<file path="src/rtl/mzb_pkg.sv">
package mzb_pkg;

	// Clock and bus timing
	localparam int CLK_HZ = 20_000_000;
	localparam int BUS_CLK_HZ = 8_000_000;
	localparam int SYNC_STAGES = 2;

	// Pin widths
	localparam int WADDR_W = 6;
	localparam int DATA_W = 16;
	localparam int EXT_ADDR_W = 16;
	localparam int USR_ADDR_W = WADDR_W + EXT_ADDR_W;
	localparam int SYNC_W = 1 + WADDR_W + DATA_W + 1 + 2 + 4;

	// Space layout, in 16-bit locations
	localparam int IO_WORDS = 64;
	localparam int ID_BYTES = 32;
	localparam int VEC_COUNT = 2;
	localparam int ID_ADDR_TOP = 5;
	localparam int ID_DATA_W = 8;

	// Transfer space codes on the user side
	localparam logic [1:0] SPACE_MEM = 2'h0;
	localparam logic [1:0] SPACE_IO = 2'h1;
	localparam logic [1:0] SPACE_ID = 2'h2;
	localparam logic [1:0] SPACE_VEC = 2'h3;

	// Longest wait, in bus cycles after the select cycle, per space for reads, and one value for all writes
	localparam logic [2:0] WAIT_MAX_MEM = 3'h4;
	localparam logic [2:0] WAIT_MAX_IO = 3'h2;
	localparam logic [2:0] WAIT_MAX_ID = 3'h1;
	localparam logic [2:0] WAIT_MAX_VEC = 3'h1;
	localparam logic [2:0] WAIT_MAX_WR = 3'h0;

	// Reset values
	localparam logic [DATA_W-1:0] DATA_RST = 16'h0000;
	localparam logic [USR_ADDR_W-1:0] ADDR_RST = 22'h0;

	typedef enum logic [3:0]
	{
		MZB_IDLE = 4'b0001,
		MZB_WAIT = 4'b0010,
		MZB_ACK = 4'b0100,
		MZB_DROP = 4'b1000
	} mzb_state_e;

endpackage

</file>
<file path="src/rtl/mzb_slave.sv">
`timescale 1ns/100ps
`default_nettype none

module mzb_slave
	import mzb_pkg::*;
(
	// Clock, reset, enable
	input wire logic clk,
	input wire logic arst_n,
	input wire logic ce,
	// Carrier bus pins
	input wire logic bus_clock,
	input wire logic [WADDR_W-1:0] word_address_lines,
	input wire logic [DATA_W-1:0] bidir_data_lines_in,
	output logic [DATA_W-1:0] bidir_data_lines_out,
	output logic bidir_data_lines_oe,
	input wire logic read_write_direction,
	input wire logic low_byte_select_n,
	input wire logic high_byte_select_n,
	input wire logic memory_space_select_n,
	input wire logic io_space_select_n,
	input wire logic vector_read_select_n,
	input wire logic identity_read_select_n,
	output logic ack_n,
	// User side requests
	output logic usr_req,
	output logic usr_we,
	output logic [1:0] usr_space,
	output logic [USR_ADDR_W-1:0] usr_addr,
	output logic [DATA_W-1:0] usr_wdata,
	output logic [1:0] usr_be,
	input wire logic [DATA_W-1:0] usr_rdata,
	input wire logic usr_rdy,
	// Interrupt blocking after reset
	input wire logic usr_irq_enable,
	output logic irq_blocked
);

	logic [SYNC_W-1:0] pins;
	logic [SYNC_W-1:0] sync1_reg;
	logic [SYNC_W-1:0] sync2_reg;
	logic bclk_d_reg;
	logic bus_edge;
	logic s_clk;
	logic [WADDR_W-1:0] s_addr;
	logic [DATA_W-1:0] s_data;
	logic s_rd;
	logic [1:0] s_be_n;
	logic s_mem;
	logic s_io;
	logic s_vec;
	logic s_id;
	logic any_sel;
	logic valid_sel;
	logic [1:0] sel_space;
	logic id_ok;
	mzb_state_e state_reg;
	logic [1:0] space_reg;
	logic rd_reg;
	logic [2:0] wait_cnt_reg;
	logic [2:0] wait_max;
	logic rdy_seen_reg;
	logic [DATA_W-1:0] rdata_reg;
	logic first_ack_reg;

	assign pins = {bus_clock, word_address_lines, bidir_data_lines_in,
		read_write_direction, high_byte_select_n, low_byte_select_n,
		memory_space_select_n, io_space_select_n, vector_read_select_n,
		identity_read_select_n};

	// Two-stage synchroniser for every carrier pin
	always_ff @(posedge clk or negedge arst_n)
	begin
		if (!arst_n)
		begin
			sync1_reg <= '1;
			sync2_reg <= '1;
		end
		else if (ce)
		begin
			sync1_reg <= pins;
			sync2_reg <= sync1_reg;
		end
	end

	assign {s_clk, s_addr, s_data, s_rd, s_be_n, s_mem, s_io, s_vec, s_id} =
		sync2_reg;

	// Bus clock edge seen after synchronising
	always_ff @(posedge clk or negedge arst_n)
	begin
		if (!arst_n)
			bclk_d_reg <= 1'b1;
		else if (ce)
			bclk_d_reg <= s_clk;
	end
	assign bus_edge = s_clk && !bclk_d_reg;

	// Selects are active low; only single-select patterns are decoded
	assign any_sel = !(s_mem && s_io && s_vec && s_id);
	always_comb
	begin
		sel_space = SPACE_MEM;
		valid_sel = 1'b0;
		case ({s_mem, s_io, s_vec, s_id})
			4'b0111:
			begin
				sel_space = SPACE_MEM;
				valid_sel = 1'b1;
			end
			4'b1011:
			begin
				sel_space = SPACE_IO;
				valid_sel = 1'b1;
			end
			4'b1101:
			begin
				sel_space = SPACE_VEC;
				valid_sel = s_rd;
			end
			4'b1110:
			begin
				sel_space = SPACE_ID;
				valid_sel = s_rd;
			end
			default:
			begin
				sel_space = SPACE_MEM;
				valid_sel = 1'b0;
			end
		endcase
	end

	// Identity space answers only with the top address bit clear
	assign id_ok = (sel_space != SPACE_ID) || !s_addr[ID_ADDR_TOP];

	always_comb
	begin
		case (space_reg)
			SPACE_MEM:
				wait_max = WAIT_MAX_MEM;
			SPACE_IO:
				wait_max = WAIT_MAX_IO;
			SPACE_ID:
				wait_max = WAIT_MAX_ID;
			default:
				wait_max = WAIT_MAX_VEC;
		endcase
		if (!rd_reg)
			wait_max = WAIT_MAX_WR;
	end

	// Transfer sequencing, one step per bus clock edge
	always_ff @(posedge clk or negedge arst_n)
	begin
		if (!arst_n)
		begin
			state_reg <= MZB_IDLE;
			space_reg <= SPACE_MEM;
			rd_reg <= 1'b0;
			wait_cnt_reg <= 3'h0;
			first_ack_reg <= 1'b0;
		end
		else if (ce && bus_edge)
		begin
			case (state_reg)
				MZB_IDLE:
				begin
					if (any_sel && valid_sel && id_ok)
					begin
						state_reg <= MZB_WAIT;
						space_reg <= sel_space;
						rd_reg <= s_rd;
						wait_cnt_reg <= 3'h0;
					end
					else if (any_sel)
						state_reg <= MZB_DROP;
				end
				MZB_WAIT:
				begin
					if (!rd_reg || rdy_seen_reg || usr_rdy ||
						wait_cnt_reg >= wait_max)
					begin
						state_reg <= MZB_ACK;
						first_ack_reg <= 1'b1;
					end
					else
						wait_cnt_reg <= wait_cnt_reg + 3'h1;
				end
				MZB_ACK:
				begin
					first_ack_reg <= 1'b0;
					if (!any_sel)
						state_reg <= MZB_IDLE;
				end
				MZB_DROP:
				begin
					if (!any_sel)
						state_reg <= MZB_IDLE;
				end
				default:
					state_reg <= MZB_IDLE;
			endcase
		end
	end

	// Address capture; memory upper bits ride the data lines
	always_ff @(posedge clk or negedge arst_n)
	begin
		if (!arst_n)
		begin
			usr_addr <= ADDR_RST;
			usr_space <= SPACE_MEM;
			usr_be <= 2'h0;
		end
		else if (ce && bus_edge && state_reg == MZB_IDLE && any_sel &&
			valid_sel && id_ok)
		begin
			usr_space <= sel_space;
			usr_be <= ~s_be_n;
			case (sel_space)
				SPACE_MEM:
					usr_addr <= {s_data, s_addr};
				SPACE_IO:
					usr_addr <= {16'h0000, s_addr};
				SPACE_ID:
					usr_addr <= {17'h0, s_addr[ID_ADDR_TOP-1:0]};
				default:
					usr_addr <= {21'h0, s_addr[0]};
			endcase
		end
	end

	// Request strobes: reads at select, writes at first acknowledge
	always_ff @(posedge clk or negedge arst_n)
	begin
		if (!arst_n)
		begin
			usr_req <= 1'b0;
			usr_we <= 1'b0;
			usr_wdata <= DATA_RST;
		end
		else if (ce)
		begin
			usr_req <= 1'b0;
			if (bus_edge && state_reg == MZB_IDLE && any_sel &&
				valid_sel && id_ok && s_rd)
			begin
				usr_req <= 1'b1;
				usr_we <= 1'b0;
			end
			else if (bus_edge && state_reg == MZB_ACK && first_ack_reg &&
				!rd_reg)
			begin
				usr_req <= 1'b1;
				usr_we <= 1'b1;
				usr_wdata <= s_data;
			end
		end
	end

	// Read data held from the user's ready strobe
	always_ff @(posedge clk or negedge arst_n)
	begin
		if (!arst_n)
		begin
			rdy_seen_reg <= 1'b0;
			rdata_reg <= DATA_RST;
		end
		else if (ce)
		begin
			if (state_reg == MZB_IDLE)
				rdy_seen_reg <= 1'b0;
			else if (usr_rdy && state_reg == MZB_WAIT && !rdy_seen_reg)
			begin
				rdy_seen_reg <= 1'b1;
				if (space_reg == SPACE_ID || space_reg == SPACE_VEC)
					rdata_reg <= {8'h00, usr_rdata[ID_DATA_W-1:0]};
				else
					rdata_reg <= usr_rdata;
			end
		end
	end

	// Acknowledge and data drivers follow the state
	always_ff @(posedge clk or negedge arst_n)
	begin
		if (!arst_n)
		begin
			ack_n <= 1'b1;
			bidir_data_lines_oe <= 1'b0;
			bidir_data_lines_out <= DATA_RST;
		end
		else if (ce)
		begin
			ack_n <= !(state_reg == MZB_ACK);
			bidir_data_lines_oe <= state_reg == MZB_ACK && rd_reg;
			bidir_data_lines_out <= rdata_reg;
		end
	end

	// Interrupt requests stay blocked from reset until software enables
	always_ff @(posedge clk or negedge arst_n)
	begin
		if (!arst_n)
			irq_blocked <= 1'b1;
		else if (ce && usr_irq_enable)
			irq_blocked <= 1'b0;
	end

endmodule
`default_nettype wire

</file>
<file path="config.mk">
export PLATFORM = sky130hd
export DESIGN_NAME = mzb_slave
export DESIGN_NICKNAME = d
export VERILOG_FILES = /design/src/rtl/mzb_pkg.sv /design/src/rtl/mzb_slave.sv
export SDC_FILE = /design/constraint.sdc
export NUM_CORES = 1
export LEC_CHECK = 0
export ABC_AREA = 1
export ABC_CLOCK_PERIOD_IN_PS = 4700
export BUFFER_PORTS_ARGS = -buffer_cell sky130_fd_sc_hd__buf_2
export CAP_MARGIN = 20
export CORE_AREA = 2 2 101 152
export CTS_CLUSTER_DIAMETER = 200
export DETAILED_ROUTE_END_ITERATION = 7
export DIE_AREA = 0 0 103 154
export HOLD_SLACK_MARGIN = 0.08
export SLEW_MARGIN = 10
export SYNTH_ARGS = -nofsm -noshare
export SYNTH_HDL_FRONTEND = slang
export SYNTH_SLANG_ARGS = --single-unit
</file>
<file path="constraint.sdc">
create_clock -name clk -period 4.7 [get_ports clk]
set_clock_uncertainty 0.2 [all_clocks]
set_input_delay 0.47 -clock clk [delete_from_list [all_inputs] [get_ports clk]]
set_output_delay 0.47 -clock clk [all_outputs]
set_load 0.05 [all_outputs]
</file>
Yosys cells after proc, flatten, opt, wreduce, memory -nomap -nowiden
Index checks and enable logic that the tools add are counted.
Widths: inputs -> output; s select.
Word-level totals
  input bits: 51
  flip-flop bits (word level): 152
  output and inout bits: 63
  word-level logic and storage cells: 117
Operators by class
  magnitude comparators: 1
  bitwise logic cells: 3
  equal/unequal tests: 19
  reductions and logical operators: 51
  add/sub/neg operators: 1
  mux-type cells: 22
Operators with widths (count)
  $pmux 22 s3: 1
  $logic_and 1x1->1: 23
  $eq 4x4->1 const B: 4
  $mux 16: 1
  $mux 4: 4
  $pmux 3 s2: 2
  $pmux 4 s3: 1
  $reduce_and 3->1: 4
  $mux 3: 3
  $eq 4x3->1 const B: 2
  $ne 2x2->1 const B: 4
  $reduce_and 4->1: 2
  $reduce_bool 2->1: 4
  $mux 1: 7
  $eq 2x2->1 const B: 3
  $logic_not 1->1: 6
  $pmux 2 s3: 1
  $reduce_or 2->1: 3
  $logic_or 1x1->1: 5
  $eq 2x1->1 const B: 2
  $eq 4x1->1 const B: 1
  $eq 4x2->1 const B: 1
  $logic_not 2->1: 2
  $pmux 1 s2: 2
  other kinds (7): 9

Depth between registers and ports, before layout
  depth in word-level cells: 10
  gate-level depth with buffers: 13
  gate-level depth less buffers: 12

Least setup slack after synthesis
No wires, ideal clock.
  path kind: flip-flop to flip-flop
  start: register space_reg[1]
  end: register wait_cnt_reg[0]
  period minus slack after synthesis: 2.122 ns
  buffers on the path: 1
  setup time: 0.117 ns
  setup slack: 2.578 ns
  required time: 4.383 ns
  arrival time: 1.806 ns
  cell stages (with the launch flop): 12
  cell sequence: dfrtp_1 > inv_1 > clkbuf_1 > nand3_1 > ha_1 > a21boi_0 > o21ai_0 > nand2_1 > a21oi_1 > nand2_1 > nand2_1 > nand2_1
On the way
  longest elaborated chain between the ends: 7
  elaborated cells on any way between the ends: 8
  those cells by class: order compare (1); eq/ne (2); mux (2); reduce/logical (3)
Ends and longest elaborated chain
  start, declared: line mzb_slave.sv:58  | logic [1:0] space_reg;
  start signal, assigned: line mzb_slave.sv:172  | space_reg <= sel_space;
  $eq 2x1->1 / $logic_not 2->1 (equally long branches): line mzb_slave.sv:139  | case (space_reg)
  $pmux 3 s2 *: line mzb_slave.sv:139
  $mux 3 *: line mzb_slave.sv:149  | if (!rd_reg)
  $ge 3x3->1 *: line mzb_slave.sv:182  | wait_cnt_reg >= wait_max)
  $logic_or 1x1->1 *: line mzb_slave.sv:181  | if (!rd_reg || rdy_seen_reg || usr_rdy ||
  $ne 2x2->1 (no line) *
  $reduce_and 4->1 (no line) *
  end signal, assigned: line mzb_slave.sv:188  | wait_cnt_reg <= wait_cnt_reg + 3'h1;
  end, declared: line mzb_slave.sv:60  | logic [2:0] wait_cnt_reg;
Every way passes the cells marked *; elsewhere a longest branch is shown, timed or not.
A chain may end at the register's enable or synchronous reset.

Worst setup path in the final report
  start: input ce
  end: register usr_addr[1]
On the way
  longest elaborated chain between the ends: 5
Ends and longest elaborated chain
  start, declared: line mzb_slave.sv:10  | input wire logic ce,
  $logic_and 1x1->1 (4 in a row): line mzb_slave.sv:216  | else if (ce && bus_edge && state_reg == MZB_IDLE && any_sel &&
  $logic_and 1x1->1: line mzb_slave.sv:217  | valid_sel && id_ok)
  end signal, assigned: line mzb_slave.sv:223  | usr_addr <= {s_data, s_addr};
  end signal, assigned: line mzb_slave.sv:225  | usr_addr <= {16'h0000, s_addr};
  end signal, assigned: line mzb_slave.sv:227  | usr_addr <= {17'h0, s_addr[ID_ADDR_TOP-1:0]};
  end, declared: line mzb_slave.sv:29  | output logic [USR_ADDR_W-1:0] usr_addr,
Every way passes these cells.

==> results by group <==
Die
  • Row Count: 54
  • Chip Width: 103 um
  • DIE AREA: 15,900 um^2
  • Die Y: 154 um
  • Initial Utilization: 43.8%
  • Top Ports: 114
  • CORE AREA: 14,500 um^2

Route
  • TritonRoute pass-1 iters: 5
  • Vias post-DR: 4,713
  • Via density: 4.65
  • Routed len/inst: 13.5 um
  • Initial drt markers: 154
  • Drt drc: 0
  • ANT nets after route: 0
  • WL final: 13,600 um

Timing
  • Pins Over Slew Limit: 0
  • Final setup fails: 0
  • Fmax: 380 MHz
  • Period Utilization, post-route: 55.9%
  • Hold Worst Slack: 0.102 ns
  • Normalized max-slew margin: 34.8%
  • Final hold vios: 0
  • Slew @ Worst Pin: 0.978 ns
  • Final min period: 2.63 ns
  • Final TNS setup: 0 ns
  • RSZ-0062 raised after global routing: false

GRT
  • Initial antenna violation count: 0
  • Grt ovf: 0
  • Largest net degree at the start of global routing: 105
  • First-pass GRT wire length: 23,000 um
  • Total GRT Usage: 18.5%
  • Vias in the first global route: 4,689

Critical path
  • R2R Setup Slk: 2.25 ns
  • Worst setup EP type: flop
  • Crit Path Class: in -> reg
  • Crit Path Max Fanout: 104
  • Startpoint types: input pin
  • WP data arrival: 2.74 ns
  • WP data required: 4.81 ns

Power
  • Comb pwr share: 18.0%
  • Psw: 1.10 mW
  • Seq pwr share: 43.7%
  • Clock Power Share: 38.3%
  • PwrDens: 455 nW/um^2
  • Leakage: 4.08 nW
  • Peak supply drop: 246 uV
  • Switch share: 30.1%
  • Int Power: 2.55 mW

Yosys
  • Cells after Synth: 659
  • Post-synthesis cell type count: 32
  • Primary FF master, synth: dfrtp_1
  • Number of synthesized flops with an enable pin: 0
  • Total number of yosys warnings: 0
  • Avg Synthesized Cell Area: 9.62 um^2
  • Main area contributors after synthesis: dfrtp_1, dfstp_2, nand2_1
  • Most common cell in the synthesized netlist: nand2_1
  • Syn_nets: 714
  • Post-synth top area share: 34.7%
  • Post-synth ARST share: 100%
  • Largest area contributor in the netlist: dfrtp_1
  • Top cells by count, synth: nand2_1, dfrtp_1, dfstp_2
  • Yosys reg bits: 152
  • Area of the mapped netlist: 6340 um^2
  • Sequential area share after synthesis: 61.3%

Clock tree
  • CTS tree: built
  • Clock latency on the worst-skew pair: 0.41 ns
  • Worst-path clk slew: 0.06 ns
  • TritonCTS Sinks: 152
  • Root Driver: clkbuf_16
  • Clock buffer count from CTS: 17
  • Total number of H-tree levels: 4
  • Clock tree buffer depth: 2
  • Postcts setup bufs: 0

Job
  • Number of max-cap violations: 0

Place
  • I/O Buffers: 113
  • Cell Area, Placed: 7030 um^2
  • Final RePlAce weighted congestion: 0.796
  • DP Cell Count: 943
  • DP HPWL: 9110 um

Final layout
  • Synth-to-Final Area Change: 26.6%
  • Final nets: 859
  • Design Area, Final: 8030 um^2
  • Ratio of cells with drive above 1 in the final layout: 34.8%
  • Inserted Diodes: 0
  • Post-route insts no fill: 1,013

Worst hold path
  • Hold WC Path Type: in -> reg

Run status
  • Status: complete, no violations
==> cells by family (layout without fill, tap and decap cells) <==
kind of cell	after synthesis	count (layout)	synth area share [%]
AND/OR/NAND/NOR	319	319	21.9
flip-flops	152	152	61.3
AO/OA/AOI/OAI	96	96	8.94
buffers and inverters	79	237	5.37
multiplexers	8	8	1.60
adder cells (fa/ha/maj)	4	4	0.790
XOR/XNOR	1	1	0.138
==> worst max-delay path, stage by stage <==
cell and delay (ns):
buf_4 0.68, nand2_1 0.22, nor2_2 0.25, inv_1 0.12, nor2_4 0.14, nand4_4 0.42
o21ai_0 0.35
==> path summary, 6_finish.rpt <==
path,start,end,cells past startpoint
setup / recovery,ce,usr_addr[1]$_DFFE_PN0P_,7
hold / removal,usr_rdata[2],rdata_reg[2]$_DFFE_PN0P_,2
setup reg to reg,space_reg[1]$_DFFE_PN0P_,wait_cnt_reg[0]$_DFFE_PN0P_,10
hold reg to reg,sync1_reg[4]$_DFFE_PN1P_,sync1_reg[4]$_DFFE_PN1P_,2
max in group asynchronous,arst_n,sync2_reg[24]$_DFFE_PN1P_,3
min in group asynchronous,arst_n,rdata_reg[13]$_DFFE_PN0P_,2
==> layer usage <==
metal | track usage (%) | share of wire (%) | vias up | wire length (um)
met2 | 29.9 | 50 | 100 | 6860
met5 | 0 | 0 | - | 0
li1 | - | - | 2363 | -
met1 | 24.8 | 45 | 2242 | 6080
met4 | 4.32 | 0.79 | 0 | 108
met3 | 4.82 | 4.4 | 8 | 595
==> power groups by stage <==
stage	clock network [mW]	registers (mW)	logic [mW]
3_3_place_gp	0	1.61	0.621
5_1_grt	1.49	1.61	0.730
6_report	1.40	1.59	0.657
4_1_cts	1.43	1.59	0.667
2_1_floorplan	0	1.77	0.285
3_5_place_dp	0	1.61	0.641
==> through the flow <==
stage / total power, mW / setup WS (ns) / util (%)
after floorplan: 2.06 / 2.58 / -
after global placement: 2.23 / 1.75 / 48.6
after CTS: 3.69 / 2.04 / 55.5
after detailed placement: 2.25 / 1.62 / 48.6
final: 3.65 / 2.07 / 55.5
after global routing: 3.84 / 1.78 / 55.5
==> cell type report <==
type,count,area (um^2)
well taps,196,245
inverters,51,191
clock inverters,13,171
clock buffers,19,443
multi-input cells,428,2110
repair buffers,154,977
flip-flops and latches,152,3880
fillers,1359,6430
==> placed cells by master (no fill, tap or decap), drive strengths merged <==
cell type	instances
a21boi	2
a21oi	1
a22o	1
buf	116
bufinv	3
clkbuf	19
clkinv	5
clkinvlp	4
dfrtp	88
dfstp	64
dlygate4sd3	38
ha	4
inv	52
mux2	8
nand2	279
nand3	16
nand3b	1
nand4	4
nor2	18
nor3	1
o21ai	91
o21bai	1
xnor2	1
==> repair_timing <==
action	CTS	global route
hold buffers	38	0
setup endpoints to repair	0	0
gates resized for setup	0	0
endpoints found under the hold margin	91	0
No activity file was read; power rests on OpenSTA's default activity.
